File: src/include/tpair_pkg.sv
// Constants, field layouts and carrier types for the cascadable timer pair
// ****************************************************************
// What this block does
// Buffered pulse mode, counting: duty/period writes go to shadow, active value kept.
// Buffered pulse mode: shadow moves to active compare when low channel pulse fires.
// Buffered: reading duty or period returns shadow, the last written value.
// Buffered and stopped: duty/period write updates shadow and active together.
// Unbuffered pulse mode: duty/period write updates active compare immediately.
// Unbuffered value below count: no toggle until counter wraps and matches.
// Unbuffered value equal to count: match is detected right after the write.
// Cascade select 1 joins both channels; only high channel mode settings apply. The pulse output still idles at the low mode initial-level bit.
// 16-bit timer when high mode 00/01, high ext select 0; high divider clocks it.
// 16-bit compare: low byte from low period, high byte from high period.
// High period write commits both bytes together; low byte write alone does nothing.
// Software writes low period byte first, then high period byte.
// High mode writes ignored while high run set; setup with both runs clear.
// 16-bit running: count each tick; on match pulse cascade irq, clear, continue.
// Clearing high run stops 16-bit counter and clears it to zero.
// 16-bit buffered, counting: commit waits in shadow until next match loads it.
// 16-bit buffered and stopped: commit updates shadow and active at once.
// 16-bit unbuffered: commit immediate; value below count matches only after wrap.
// 16-bit unbuffered: value equal to count matches right after commit.
// Reading combined period returns last written value regardless of buffering.
// Clock select maps gear divisors; slow settings use low-frequency clock for 000,001,111.
// 16-bit event mode counts on each falling edge of the event input pin.
// Pulse mode toggles on duty match, again on period match, irq on period.
// Pulse mode is low mode field 1 with cascade select 0.
// Pulse output idles at the initial-level bit before start and after stop.
// Clearing low run stops, clears counter and returns output to idle level.
// 16-bit counter wraps from all ones to zero and matching continues.
// ****************************************************************
package tpair_pkg;

    // ****************************************************************
    // Register map, one 32-bit word each
    // ****************************************************************
    localparam logic [7:0] REG_CTRL = 8'h00;
    localparam logic [7:0] REG_LMODE = 8'h04;
    localparam logic [7:0] REG_HMODE = 8'h08;
    localparam logic [7:0] REG_DUTY = 8'h0C;
    localparam logic [7:0] REG_LPER = 8'h10;
    localparam logic [7:0] REG_HPER = 8'h14;
    localparam logic [7:0] REG_SYSC = 8'h18;
    localparam logic [7:0] REG_STAT = 8'h1C;

    // ****************************************************************
    // Field values and reset values
    // ****************************************************************
    localparam logic [1:0] MODE_PULSE = 2'h1;
    localparam logic [7:0] CMP_RST = 8'hFF;
    localparam logic [7:0] MODE_RST = 8'h00;
    localparam logic [2:0] DIV_FS16 = 3'h0;
    localparam logic [2:0] DIV_FS8 = 3'h1;
    localparam logic [2:0] DIV_FS4 = 3'h7;

    typedef enum logic [2:0] {
        OP_IDLE = 3'b001,
        OP_PULSE = 3'b010,
        OP_CASC = 3'b100
    } op_state_t;

    typedef struct packed {
        logic cascade_select;
        logic high_run_bit;
        logic low_run_bit;
    } ctrl_t;

    typedef struct packed {
        logic init_level;
        logic dbuf_on;
        logic [2:0] clk_div;
        logic ext_sel;
        logic [1:0] mode_field;
    } mode_t;

    typedef struct packed {
        logic cyc;
        logic stb;
        logic we;
        logic [7:0] adr;
        logic [3:0] sel;
        logic [31:0] dat;
    } wb_req_t;

    typedef struct packed {
        logic ack;
        logic [31:0] dat;
    } wb_rsp_t;

    typedef struct packed {
        ctrl_t ctrl;
        mode_t lmode;
        mode_t hmode;
        logic [1:0] sysc;
        logic [7:0] duty_sh;
        logic [7:0] duty_act;
        logic [7:0] lo_latch;
        logic [15:0] per_sh;
        logic [15:0] per_act;
        logic [15:0] cnt;
        logic chk;
        logic pout;
        logic lirq;
        logic cirq;
        logic [10:0] pre;
        logic [3:0] fs_cnt;
        logic [2:0] fs_s;
        logic [2:0] ev_s;
        op_state_t op;
        wb_rsp_t rsp;
    } blk_state_t;

endpackage

File: src/rtl/timer_pair.sv
// Cascadable 8-bit timer pair with pulse generator and 16-bit timer/event mode
`timescale 1ns/1ps
module timer_pair
    import tpair_pkg::*;
(
    input wire logic clk, // 10 MHz gear clock
    input wire logic resetn, // Async reset, active low
    input wire wb_req_t wb_req, // Wishbone classic request
    output wb_rsp_t wb_rsp, // Wishbone answer, registered
    input wire logic low_freq_clock, // Slow clock pin, asynchronous
    input wire logic event_input_pin, // Event pin, asynchronous
    output logic pulse_out_pin, // Pulse output, registered
    output logic low_channel_irq, // One-cycle pulse on period match
    output logic cascade_irq // One-cycle pulse on 16-bit match
);

    // ****************************************************************
    // Source clock selection
    // ****************************************************************
    function automatic logic src_tick(input logic [2:0] code, input logic slow,
                                      input logic [10:0] pre, input logic fs_edge,
                                      input logic [3:0] fs_cnt);
        logic t;
        t = 1'b0;
        if (slow && code == DIV_FS16)
        begin
            t = fs_edge && (&fs_cnt);
        end
        else if (slow && code == DIV_FS8)
        begin
            t = fs_edge && (&fs_cnt[2:0]);
        end
        else if (slow && code == DIV_FS4)
        begin
            t = fs_edge && (&fs_cnt[1:0]);
        end
        else
        begin
            case (code)
                3'h0: t = &pre[10:0];
                3'h1: t = &pre[9:0];
                3'h2: t = &pre[7:0];
                3'h3: t = &pre[5:0];
                3'h4: t = &pre[3:0];
                3'h5: t = &pre[1:0];
                3'h6: t = pre[0];
                default: t = 1'b1;
            endcase
        end
        return t;
    endfunction

    blk_state_t s_r;
    blk_state_t s_nxt;

    logic wr;
    logic fs_edge;
    logic ev_fall;
    logic slow;
    logic ltick;
    logic htick;
    logic imm_l;
    logic imm_h;
    logic dmatch;
    logic pmatch;
    logic cmatch;
    logic [7:0] d;

    assign wr = wb_req.cyc && wb_req.stb && wb_req.we && s_r.rsp.ack && wb_req.sel[0];
    assign d = wb_req.dat[7:0];
    assign fs_edge = s_r.fs_s[1] && !s_r.fs_s[2];
    assign ev_fall = !s_r.ev_s[1] && s_r.ev_s[2];
    assign slow = |s_r.sysc;
    assign ltick = s_r.lmode.ext_sel ? ev_fall
                 : src_tick(s_r.lmode.clk_div, slow, s_r.pre, fs_edge, s_r.fs_cnt);
    assign htick = s_r.hmode.ext_sel ? ev_fall
                 : src_tick(s_r.hmode.clk_div, slow, s_r.pre, fs_edge, s_r.fs_cnt);
    assign imm_l = !s_r.lmode.dbuf_on || !s_r.ctrl.low_run_bit;
    assign imm_h = !s_r.hmode.dbuf_on || !s_r.ctrl.high_run_bit;
    // Match is only looked at once after the count or compare moves
    assign dmatch = s_r.chk && s_r.cnt[7:0] == s_r.duty_act;
    assign pmatch = s_r.chk && s_r.cnt[7:0] == s_r.per_act[7:0];
    assign cmatch = s_r.chk && s_r.cnt == s_r.per_act;

    assign wb_rsp = s_r.rsp;
    assign pulse_out_pin = s_r.pout;
    assign low_channel_irq = s_r.lirq;
    assign cascade_irq = s_r.cirq;

    // ****************************************************************
    // Next state
    // ****************************************************************
    always_comb
    begin
        s_nxt = s_r;
        s_nxt.lirq = 1'b0;
        s_nxt.cirq = 1'b0;
        s_nxt.chk = 1'b0;
        s_nxt.pre = 11'(s_r.pre + 11'h001);
        s_nxt.fs_s = {s_r.fs_s[1:0], low_freq_clock};
        s_nxt.ev_s = {s_r.ev_s[1:0], event_input_pin};
        if (fs_edge)
        begin
            s_nxt.fs_cnt = 4'(s_r.fs_cnt + 4'h1);
        end

        if (s_r.ctrl.cascade_select)
        begin
            // Low channel settings do not matter here
            s_nxt.op = s_r.hmode.mode_field[1] ? OP_IDLE : OP_CASC;
        end
        else
        begin
            s_nxt.op = (s_r.lmode.mode_field == MODE_PULSE) ? OP_PULSE : OP_IDLE;
        end

        case (s_r.op)
            OP_PULSE:
            begin
                s_nxt.cnt[15:8] = 8'h00;
                if (!s_r.ctrl.low_run_bit)
                begin
                    s_nxt.cnt = 16'h0000;
                    s_nxt.pout = s_r.lmode.init_level;
                end
                else if (pmatch)
                begin
                    s_nxt.pout = s_r.pout ^ dmatch ^ 1'b1;
                    s_nxt.lirq = 1'b1;
                    s_nxt.cnt = 16'h0000;
                    s_nxt.chk = 1'b1;
                    if (s_r.lmode.dbuf_on)
                    begin
                        s_nxt.duty_act = s_r.duty_sh;
                        s_nxt.per_act[7:0] = s_r.per_sh[7:0];
                    end
                end
                else
                begin
                    s_nxt.pout = s_r.pout ^ dmatch;
                    if (ltick)
                    begin
                        // Wraps past 0xFF, so a lower compare waits a lap
                        s_nxt.cnt[7:0] = 8'(s_r.cnt[7:0] + 8'h01);
                        s_nxt.chk = 1'b1;
                    end
                end
            end
            OP_CASC:
            begin
                s_nxt.pout = s_r.lmode.init_level;
                if (!s_r.ctrl.high_run_bit)
                begin
                    s_nxt.cnt = 16'h0000;
                end
                else if (cmatch)
                begin
                    s_nxt.cirq = 1'b1;
                    s_nxt.cnt = 16'h0000;
                    s_nxt.chk = 1'b1;
                    if (s_r.hmode.dbuf_on)
                    begin
                        s_nxt.per_act = s_r.per_sh;
                    end
                end
                else if (htick)
                begin
                    s_nxt.cnt = 16'(s_r.cnt + 16'h0001);
                    s_nxt.chk = 1'b1;
                end
            end
            default:
            begin
                s_nxt.cnt = 16'h0000;
                s_nxt.pout = s_r.lmode.init_level;
            end
        endcase

        // Register writes land at the edge where the master sees ack
        if (wr)
        begin
            if (wb_req.adr == REG_CTRL)
            begin
                s_nxt.ctrl = ctrl_t'(d[2:0]);
            end
            else if (wb_req.adr == REG_LMODE)
            begin
                if (!s_r.ctrl.low_run_bit && !s_r.ctrl.high_run_bit)
                begin
                    s_nxt.lmode = mode_t'(d);
                end
            end
            else if (wb_req.adr == REG_HMODE)
            begin
                if (!s_r.ctrl.high_run_bit && !s_r.ctrl.low_run_bit)
                begin
                    s_nxt.hmode = mode_t'(d);
                end
            end
            else if (wb_req.adr == REG_DUTY)
            begin
                s_nxt.duty_sh = d;
                if (imm_l)
                begin
                    s_nxt.duty_act = d;
                end
                s_nxt.chk = 1'b1;
            end
            else if (wb_req.adr == REG_LPER)
            begin
                s_nxt.lo_latch = d;
                if (!s_r.ctrl.cascade_select)
                begin
                    s_nxt.per_sh[7:0] = d;
                    if (imm_l)
                    begin
                        s_nxt.per_act[7:0] = d;
                    end
                    s_nxt.chk = 1'b1;
                end
            end
            else if (wb_req.adr == REG_HPER)
            begin
                // Both bytes commit together, low byte from the latch
                s_nxt.per_sh = {d, s_r.lo_latch};
                if (imm_h)
                begin
                    s_nxt.per_act = {d, s_r.lo_latch};
                end
                s_nxt.chk = 1'b1;
            end
            else if (wb_req.adr == REG_SYSC)
            begin
                s_nxt.sysc = d[1:0];
            end
        end

        // ****************************************************************
        // Bus answer, one wait state, unmapped reads give zero
        // ****************************************************************
        s_nxt.rsp.ack = wb_req.cyc && wb_req.stb && !s_r.rsp.ack;
        s_nxt.rsp.dat = 32'h0000_0000;
        if (wb_req.adr == REG_CTRL)
        begin
            s_nxt.rsp.dat[2:0] = s_r.ctrl;
        end
        else if (wb_req.adr == REG_LMODE)
        begin
            s_nxt.rsp.dat[7:0] = s_r.lmode;
        end
        else if (wb_req.adr == REG_HMODE)
        begin
            s_nxt.rsp.dat[7:0] = s_r.hmode;
        end
        else if (wb_req.adr == REG_DUTY)
        begin
            s_nxt.rsp.dat[7:0] = s_r.duty_sh;
        end
        else if (wb_req.adr == REG_LPER)
        begin
            s_nxt.rsp.dat[7:0] = s_r.lo_latch;
        end
        else if (wb_req.adr == REG_HPER)
        begin
            s_nxt.rsp.dat[7:0] = s_r.per_sh[15:8];
        end
        else if (wb_req.adr == REG_SYSC)
        begin
            s_nxt.rsp.dat[1:0] = s_r.sysc;
        end
        else if (wb_req.adr == REG_STAT)
        begin
            s_nxt.rsp.dat[20:0] = {s_r.op, s_r.cirq, s_r.pout, s_r.cnt};
        end
    end

    // ****************************************************************
    // State register
    // ****************************************************************
    always_ff @(posedge clk or negedge resetn)
    begin
        if (!resetn)
        begin
            s_r <= '0;
            s_r.lmode <= mode_t'(MODE_RST);
            s_r.hmode <= mode_t'(MODE_RST);
            s_r.duty_sh <= CMP_RST;
            s_r.duty_act <= CMP_RST;
            s_r.lo_latch <= CMP_RST;
            s_r.per_sh <= {CMP_RST, CMP_RST};
            s_r.per_act <= {CMP_RST, CMP_RST};
            s_r.op <= OP_IDLE;
        end
        else
        begin
            s_r <= s_nxt;
        end
    end
endmodule

File: config.mk
export PLATFORM = sky130hd
export DESIGN_NAME = timer_pair
export DESIGN_NICKNAME = d
export VERILOG_FILES = /design/src/include/tpair_pkg.sv /design/src/rtl/timer_pair.sv
export SDC_FILE = /design/constraint.sdc
export NUM_CORES = 1
export LEC_CHECK = 0
export CAP_MARGIN = 20
export CELL_PAD_IN_SITES_DETAIL_PLACEMENT = 0
export CELL_PAD_IN_SITES_GLOBAL_PLACEMENT = 1
export CORE_MARGIN = 2
export CORE_UTILIZATION = 45
export DETAILED_ROUTE_END_ITERATION = 8
export DONT_BUFFER_PORTS = 1
export GPL_ROUTABILITY_DRIVEN = 0
export PLACE_DENSITY_LB_ADDON = 0.1
export SYNTH_ARGS = -nofsm -noshare
export SYNTH_HDL_FRONTEND = slang
export SYNTH_SLANG_ARGS = --single-unit
File: constraint.sdc
create_clock -name clk -period 2.35 [get_ports clk]
set_input_delay 0.47 -clock clk [delete_from_list [all_inputs] [get_ports clk]]
set_output_delay 0.47 -clock clk [all_outputs]
set_load 0.05 [all_outputs]
==> metrics.txt, run 1 <==
ys flop type=dfrtp_1; residual DRC count=0; critical path required time=approximately 2.7 ns; Total Die Area=approximately 0.018 sq mm; Row Count=47; fill count=around 1500; CP startpoint kind=flip-flop; gate count of the mapped netlist=roughly 700; core area=between 0.015 and 0.02 sq mm; sequential area share after synthesis=0.4856; PD cells=between 600 and 700 mW/mm^2; sequential share of power=0.488; Vias/cell=5.621; commonest cells after routing, fill and taps aside=dfrtp_1 (86), nand2_1 (59), dfstp_2 (57); Clock Power Share=0.475; Hold Vio Cnt, Final=approximately 140; Seq cells post-synth=roughly 140; CP arrival=about 2.6 ns; P_sw=approximately 1.2 mW; CTS root buffer=clkbuf_16; Clock Pin Slew Worst Setup and Hold Paths=~0.060 ns; Final ANT Viol Nets=0; 1st-iter DRT viols=around 400; total track usage=0.2233; initial core utilization=0.4565; Netlist cell types=slightly above 60; yosys warns=0; worst vdd ir=0.5048 mV; R2R depth=9; CTS Buffer Depth=2; Max Fanout on Critical Path=5; Critical Path End=s_r[75]$_DFFE_PN0P_; Routed WL per cell=between 15 and 20 um; syn avg cell area=roughly 10 sq um; DP Worst Slack=0.01660 ns; Area Growth Syn to Fin=11.62%; MaxCap Viol Count=0; failing checks=hold timing; Slew Viols, Final=0; GR Overflow Total=0; Hold WS=-0.2599 ns; reg2reg setup slack=0.13 ns; IO Pins=87; Final Setup Violations=0; fin crit share=0.9464; largest net degree at the start of global routing=144; Worst-Skew Late Latency=between 0.4 and 0.5 ns; most common cell after layout, fill and taps aside=dfrtp_1; unrepaired setup endpoints after global routing=yes; Final Skew=~0.012 ns; fmax=between 0.4 and 0.5 GHz; vias in the first global route=~5400; clk sinks=143; post-synthesis cell area=between 0.007 and 0.008 sq mm; Horiz. Die Dim=roughly 130 um; Pleak=around 3.5 nW; post-layout min period=2.224 ns; Sw Ratio=0.2229; Inserted Diodes=0; Setup CP Type=flip-flop to flip-flop; Int Pwr=just over 4 mW; status=complete, but fails checks; layout cells sized above 1=0.2616; Die Ht=~130 um; drt pass-1 iters=4; Worst R2R Start=s_r[47]$_DFF_PN0_; Setup WS post-layout=around 0.13 ns; Routed WL=between 15000 and 20000 um; Post-synth ARST share=1.000; Gate power share=0.037; H-tree Lvls=4; DR vias=between 5000 and 6000; Crit. Startpoint=s_r[47]$_DFF_PN0_; I/O Buffers=0; number of synthesized flops with an enable pin=0; Reg2Reg Capture Point=s_r[75]$_DFFE_PN0P_; DPL Wire Length=between 10000 and 15000 um; Rel. slew slack=0.6548; first-pass GRT wire length=30170 um; HP Class=input port to asynchronous set/reset pin; CTS tree=built; setup TNS=0 ns; CP endpoint kind=flip-flop; slew of the pin with the lowest slew margin=0.5179 ns; initial antenna violation count=0; TritonCTS buffer count=17; Final nets=776
-- critical path, stage by stage, from the launching register on --
cell and delay (ns):
dfrtp_1 0.37, ha_2 0.20, buf_6 0.12, nand2_4 0.07, o41ai_4 0.30, a221oi_2 0.13, o211ai_4 0.36, nand3_4 0.12
or3_4 0.34, a21oi_2 0.13
-- worst min-delay path by stage --
stage                       from                    end
after floorplan           resetn  cascade_irq$_DFF_PN0_
after global placement    resetn      s_r[34]$_DFF_PN0_
after detailed placement  resetn      s_r[34]$_DFF_PN0_
after CTS                 resetn      s_r[34]$_DFF_PN0_
after global routing      resetn      s_r[35]$_DFF_PN0_
final                     resetn      s_r[34]$_DFF_PN0_
-- synth_stat cells (2+ instances only) --
cell type / n / area, sq um
nor3_2: 3 / 30.03
clkbuf_1: 14 / 52.55
or3_1: 3 / 18.77
a21oi_1: 40 / 200.2
o311ai_1: 3 / 26.28
a22oi_1: 10 / 75.07
a31oi_1: 2 / 12.51
ha_1: 4 / 50.05
or4_1: 2 / 15.01
o2111ai_1: 2 / 17.52
o22ai_1: 14 / 87.58
nand2b_1: 2 / 12.51
xor2_1: 20 / 175.2
mux2_2: 31 / 349.1
o21ai_1: 21 / 105.1
nor4b_4: 2 / 47.55
nor3b_1: 3 / 22.52
inv_1: 11 / 41.29
nand2_2: 2 / 12.51
nor3_1: 7 / 35.03
buf_4: 36 / 270.3
and3_1: 7 / 43.79
nand3_4: 2 / 35.03
dfrtp_1: 86 / 2152
o31ai_1: 9 / 67.56
nor2_1: 54 / 202.7
and2_1: 19 / 118.9
buf_6: 2 / 22.52
nand3_1: 18 / 90.09
dfstp_2: 57 / 1498
nand4_1: 13 / 81.33
o21ai_0: 17 / 85.08
mux2_1: 14 / 157.7
xnor2_1: 23 / 201.4
buf_2: 18 / 90.09
nand2_1: 60 / 225.2
nor2_2: 3 / 18.77
mux2i_1: 42 / 420.4
nand3b_1: 6 / 45.04
a21oi_2: 3 / 26.28
nor4_1: 6 / 37.54
nor2b_1: 6 / 37.54
-- kinds of logic after synthesis --
| family | count (synthesis) | share of synthesized area |
|---|---|---|
| simple gates | 227 | 0.1626 |
| flops | 143 | 0.4856 |
| compound gates | 130 | 0.1077 |
| mux | 87 | 0.1234 |
| buf+inv | 81 | 0.06343 |
| xor+xnor | 43 | 0.05011 |
| fa+ha+maj | 4 | 0.006659 |
| other cells | 1 | 0.0004989 |
-- stage by stage --
stage / cells / cell area, sq um / util / total power [mW]
after floorplan: 726 / 7553 / - / 2.779
after global placement: 921 / 7769 / 0.4718 / 2.775
after detailed placement: 921 / 7769 / 0.4718 / 2.783
after CTS: 953 / 8307 / 0.5045 / 5.284
after global routing: 954 / 8389 / 0.5095 / 5.413
final: 954 / 8389 / 0.5095 / 5.230
-- power groups by stage --
stage                     clock network (mW)  registers [mW]  logic (mW)
after floorplan                            0            2.59       0.193
after global placement                     0            2.59       0.185
after detailed placement                   0            2.59       0.190
after CTS                               2.54            2.55       0.194
after global routing                    2.64            2.56       0.217
final                                   2.48            2.55       0.193
-- layer usage --
layer / up-vias / part of all wire / track usage
li1: 2490 / - / -
met5: - / 0 / 0
met3: 20 / 0.037 / 0.04871
met4: 0 / 0.018 / 0.07033
met1: 2746 / 0.46 / 0.2971
met2: 106 / 0.48 / 0.3664
-- state kept, by name (all words and copies together) (netlist names) --
name             cells
wb_rsp              22
s_nxt                4
s_r                114
cascade_irq          1
low_channel_irq      1
pulse_out_pin        1
-- what timing repair did --
action	in CTS	in global routing
hold endpoints to repair	143	143
setup endpoints to repair	2	16
buffers inserted	0	1
pin swaps	0	7
resized for setup	1	14
-- final cells by class --
type | count | area (sq um) | share of cell area
Clock buffer | 26 | 500.5 | 0.05966
Clock inverter | 6 | 35.03 | 0.004176
Inverter | 11 | 41.29 | 0.004922
Multi-Input combinational cell | 502 | 3497 | 0.4169
Sequential cell | 143 | 3650 | 0.4350
Tap cell | 220 | 275.3 | 0.03281
Timing Repair Buffer | 46 | 390.4 | 0.04653
(Power assumes the default switching activity.)
==> run 2, diff against run 1 <==
--- a/config.mk
+++ b/config.mk
@@ -8,7 +8,7 @@
 export CAP_MARGIN = 20
 export CELL_PAD_IN_SITES_DETAIL_PLACEMENT = 0
 export CELL_PAD_IN_SITES_GLOBAL_PLACEMENT = 1
-export CORE_MARGIN = 2
+export CORE_ASPECT_RATIO = 0.5
 export CORE_UTILIZATION = 45
 export DETAILED_ROUTE_END_ITERATION = 8
 export DONT_BUFFER_PORTS = 1
==> run 2 against run 1 <==
  * The run still ends with hold timing left
  * Core utilization up 2.4 points
  * Fmax decreased by 3.1%
  * Register-to-register slack got worse by 0.07 ns
  * Total power rose by 8.2%
  * Clock power rose by 16%
  * Via count down 2.5%
  * Clock skew rose by 0.0011 ns
  * Critical endpoint is now s_r[71]$_DFFE_PN0P_
==> metrics.txt, run 2 (synthesized netlist as in run 1, its figures left out) <==
Routed WL=roughly 19000 um; Vias/cell=5.486; drt pass-1 iters=5; Rel. slew slack=0.6266; H-tree Lvls=4; failing checks=hold timing; initial antenna violation count=0; Hold WS=-0.2533 ns; I/O Buffers=0; most common cell after layout, fill and taps aside=dfrtp_1; unrepaired setup endpoints after global routing=yes; slew of the pin with the lowest slew margin=approximately 0.56 ns; HP Class=input port to asynchronous set/reset pin; GR Overflow Total=0; max reg flops=approximately 110; total track usage=0.2406; Setup WS post-layout=about 0.056 ns; Post-DP Area=0.007747 sq mm; largest net degree at the start of global routing=approximately 140; Final nets=between 700 and 800; Inst Count DP=slightly above 900; Top Family by Delay on Critical Path=compound AO/OA/AOI/OAI gates; Row Count=32; status=complete, but fails checks; post-layout min period=2.294 ns; Top reg by flops=s_r; CTS Buffer Depth=2; Slew Viols, Final=0; slowest CP cell=o211ai_4; core area=roughly 0.016 sq mm; CTS root buffer=clkbuf_16; TritonCTS buffer count=17; Worst-Skew Late Latency=about 0.42 ns; DPL Wire Length=~13000 um; Max Fanout on Critical Path=5; PD cells=~670 mW/mm^2; clk sinks=between 100 and 150; vias in the first global route=a little over 5000; Hold Vio Cnt, Final=104; DP Worst Slack=-0.05140 ns; 1st-iter DRT viols=between 200 and 300; Routed WL per cell=approximately 20 um; fmax=0.4359 GHz; Buf+Inv Stages, Crit Path=1; commonest cells after routing, fill and taps aside=dfrtp_1 (86), nand2_1 (60), dfstp_2 (57); CP arrival=~2.6 ns; IO Pins=87; fill count=1415; Multi-input gate area=about 0.0035 sq mm; worst vdd ir=0.5060 mV; register area=0.003650 sq mm; non-filler cells, final=between 900 and 1000; initial core utilization=0.4740; layout cells sized above 1=0.2609; Final Skew=0.01287 ns; final core utilization=0.5335; Setup CP Type=flip-flop to flip-flop; DR vias=about 5200; MaxCap Viol Count=0; critical path required time=around 2.7 ns; CP endpoint kind=flip-flop; Inserted Diodes=0; Final ANT Viol Nets=0; Die Ht=93.39 um; Area Growth Syn to Fin=12.54%; Final Setup Violations=0; Pleak=around 3.6 nW; setup TNS=0 ns; fin crit share=0.9762; CP startpoint kind=flip-flop; CTS tree=built; Clock Pin Slew Worst Setup and Hold Paths=about 0.060 ns; CP peak stage delay=0.38 ns; Total Power=between 5 and 6 mW; residual DRC count=0; first-pass GRT wire length=a little over 30000 um; Horiz. Die Dim=184.8 um; Finished Cell Area=between 0.008 and 0.009 sq mm; critical path cell sequence=ha_2, buf_4, nand2_1, o41ai_2, a221oi_2, o211ai_4, nand3_4, or3_1, a21oi_1; Total Die Area=about 0.017 sq mm
-- run 2: power by group --
group	internal [mW]	leakage [nW]	switching [mW]
Sequential	2.52	1.75	0.0500
Clock	1.80	0.290	1.07
Combinational	0.103	1.54	0.114
Total	4.42	3.57	1.23
-- run 2: final cells by class --
type / instances / area share
well taps: 221 / 0.03269
multi-input cells: 502 / 0.4146
inverters: 11 / 0.004882
clock inverters: 10 / 0.01908
flip-flops and latches: 143 / 0.4315
repair buffers: 44 / 0.04349
clock buffers: 22 / 0.05370
-- run 2: metal layers --
layer / vias up / wire, um / GRT usage
li1: 2484 / - / -
met1: 2624 / 9837 / 0.3683
met2: 104 / 8066 / 0.3424
met3: 16 / 833 / 0.04595
met4: 0 / 215 / 0.06474
met5: - / 0 / 0
-- run 2: path summary, 6_finish.rpt --
check,slack (ns),to,start,cells after the start
worst min-delay path,-0.25,s_nxt[40]$_DFF_PN0_,resetn,0
worst max register to register,0.06,s_r[71]$_DFFE_PN0P_,s_r[47]$_DFF_PN0_,9
max in group asynchronous,2.29,s_r[119]$_DFF_PN1_,resetn,0
min in group clk,0.08,s_nxt[40]$_DFF_PN0_,low_freq_clock,0
worst max-delay path,0.06,s_r[71]$_DFFE_PN0P_,s_r[47]$_DFF_PN0_,9
worst min register to register,0.35,s_nxt[41]$_DFF_PN0_,s_nxt[40]$_DFF_PN0_,0
-- run 2: timing repair --
item,CTS,global route
buffers inserted,0,2
endpoints found under the hold margin,143,130
endpoints found under the setup margin,11,15
gates resized for setup,5,8
pin swaps,3,3
cloned,0,0
==> run 3, diff against run 2 <==
--- a/config.mk
+++ b/config.mk
@@ -8,7 +8,6 @@
 export CAP_MARGIN = 20
 export CELL_PAD_IN_SITES_DETAIL_PLACEMENT = 0
 export CELL_PAD_IN_SITES_GLOBAL_PLACEMENT = 1
-export CORE_ASPECT_RATIO = 0.5
 export CORE_UTILIZATION = 45
 export DETAILED_ROUTE_END_ITERATION = 8
 export DONT_BUFFER_PORTS = 1
==> run 3 against run 2 <==
  * The run still ends with hold timing left
  * Flip-flop and latch count stayed put
  * Sequential power hardly changed
  * Worst hold slack worse by 0.0033 ns
  * Largest cell class unchanged
  * Critical endpoint unchanged
==> metrics.txt, run 3 (synthesized netlist as in run 1, its figures left out) <==
status=complete, but fails checks; failing checks=hold timing; DR vias=5264; CTS tree=built; DPL Wire Length=roughly 13000 um; Pleak=between 3 and 4 nW; I/O Buffers=0; critical path required time=approximately 2.7 ns; Total Power=5.600 mW; Row Count=between 40 and 50; core area=0.01612 sq mm; post-layout min period=approximately 2.2 ns; drt pass-1 iters=5; Top reg by flops=s_r; CP arrival=about 2.6 ns; Slew Viols, Final=0; slew of the pin with the lowest slew margin=approximately 0.67 ns; Inserted Diodes=0; IO Pins=between 80 and 90; initial antenna violation count=0; Routed WL per cell=approximately 20 um; CTS Buffer Depth=2; Die Ht=around 130 um; first-pass GRT wire length=~30000 um; Post-DP Area=0.007729 sq mm; Hold WS=-0.2566 ns; reg2reg setup slack=~0.13 ns; Finished Cell Area=0.008432 sq mm; Max Fanout on Critical Path=5; CP endpoint kind=flip-flop; clk sinks=between 100 and 150; 1st-iter DRT viols=between 300 and 400; DP Worst Slack=-0.1424 ns; Final Skew=0.009075 ns; total track usage=0.2297; initial core utilization=0.4664; worst vdd ir=~0.50 mV; commonest cells after routing, fill and taps aside=dfrtp_1 (85), nand2_1 (60), dfstp_2 (57); unrepaired setup endpoints after global routing=no; CP startpoint kind=flip-flop; Horiz. Die Dim=131.2 um; PD cells=roughly 660 mW/mm^2; Worst-Skew Late Latency=between 0.4 and 0.5 ns; vias in the first global route=~5200; H-tree Lvls=4; Vias/cell=5.553; HP Class=input port to asynchronous set/reset pin; Rel. slew slack=0.5535; Clock Pin Slew Worst Setup and Hold Paths=about 0.060 ns; Area Growth Syn to Fin=12.19%; fmax=~0.45 GHz; GR Overflow Total=0; fill count=approximately 1500; residual DRC count=0; CTS root buffer=clkbuf_16; max reg flops=between 100 and 150; Setup CP Type=flip-flop to flip-flop; Routed WL=~19000 um; Final ANT Viol Nets=0; Final Setup Violations=0; Total Die Area=about 0.017 sq mm; Setup WS post-layout=approximately 0.13 ns; TritonCTS buffer count=17; Final nets=roughly 770; R2R depth=9; Hold Vio Cnt, Final=just under 90; Worst R2R Start=s_r[42]$_DFFE_PN0P_; fin crit share=0.9438; layout cells sized above 1=0.2678; MaxCap Viol Count=0; largest net degree at the start of global routing=144; Reg2Reg Capture Point=s_r[71]$_DFFE_PN0P_; most common cell after layout, fill and taps aside=dfrtp_1
[run 3: repair_timing]
action,in CTS,in global routing
pin swaps,3,5
endpoints found under the hold margin,143,143
buffers inserted,1,1
resized for setup,4,12
endpoints found under the setup margin,11,15
[run 3: cell type report]
type	count	area, sq um	share of cell area
tap	216	270.3	0.03205
clock inverter	11	166.4	0.01974
sequential	143	3651	0.4330
clock buffer	21	450.4	0.05342
timing repair buffer	44	355.3	0.04214
inverter	11	41.29	0.004897
multi-input combinational	502	3497	0.4147
[run 3: per-stage QoR]
| stage | TNS (ns) | instances | utilization |
|---|---|---|---|
| after floorplan | 0 | 726 | - |
| after global placement | -0.3731 | 914 | 0.4796 |
| after detailed placement | -1.072 | 914 | 0.4796 |
| after CTS | 0 | 947 | 0.5189 |
| after global routing | 0 | 948 | 0.5232 |
| final | 0 | 948 | 0.5232 |
[run 3: worst max-delay path, cell delays in order (launching register included)]
cell       delay (ns)
dfrtp_1          0.35
ha_2             0.21
ha_2             0.18
nand3b_1         0.14
a2111oi_4        0.35
o311ai_2         0.14
o211ai_4         0.18
nand3_4          0.12
or3_1            0.31
a21oi_1          0.14
[run 3: how the worst max path moves through the flow]
stage                             start  slack (ns)                  end  cells after the start
finish              s_r[42]$_DFFE_PN0P_        0.13  s_r[71]$_DFFE_PN0P_                      9
floorplan           s_r[42]$_DFFE_PN0P_        0.20  s_r[63]$_DFFE_PN0P_                     10
CTS                 s_r[43]$_DFFE_PN0P_       0.007  s_r[63]$_DFFE_PN0P_                     10
detailed placement  s_r[43]$_DFFE_PN0P_       -0.14  s_r[67]$_DFFE_PN0P_                      8
global placement    s_r[43]$_DFFE_PN0P_       -0.06  s_r[68]$_DFFE_PN0P_                      8
global route          s_r[47]$_DFF_PN0_       0.006  s_r[75]$_DFFE_PN0P_                      8
[run 3: where the power goes]
part	switching, mW	internal, mW
registers	0.0355	2.52
clock network	1.03	1.80
logic	0.118	0.0993
[run 3: routing by layer]
layer  up-vias  GRT usage  routed length, um
met3        14    0.05247               1177
met5         -          0                  0
li1       2485          -                  -
met1      2620     0.3350               9219
met4         0    0.06601                208
met2       145     0.3384               8304
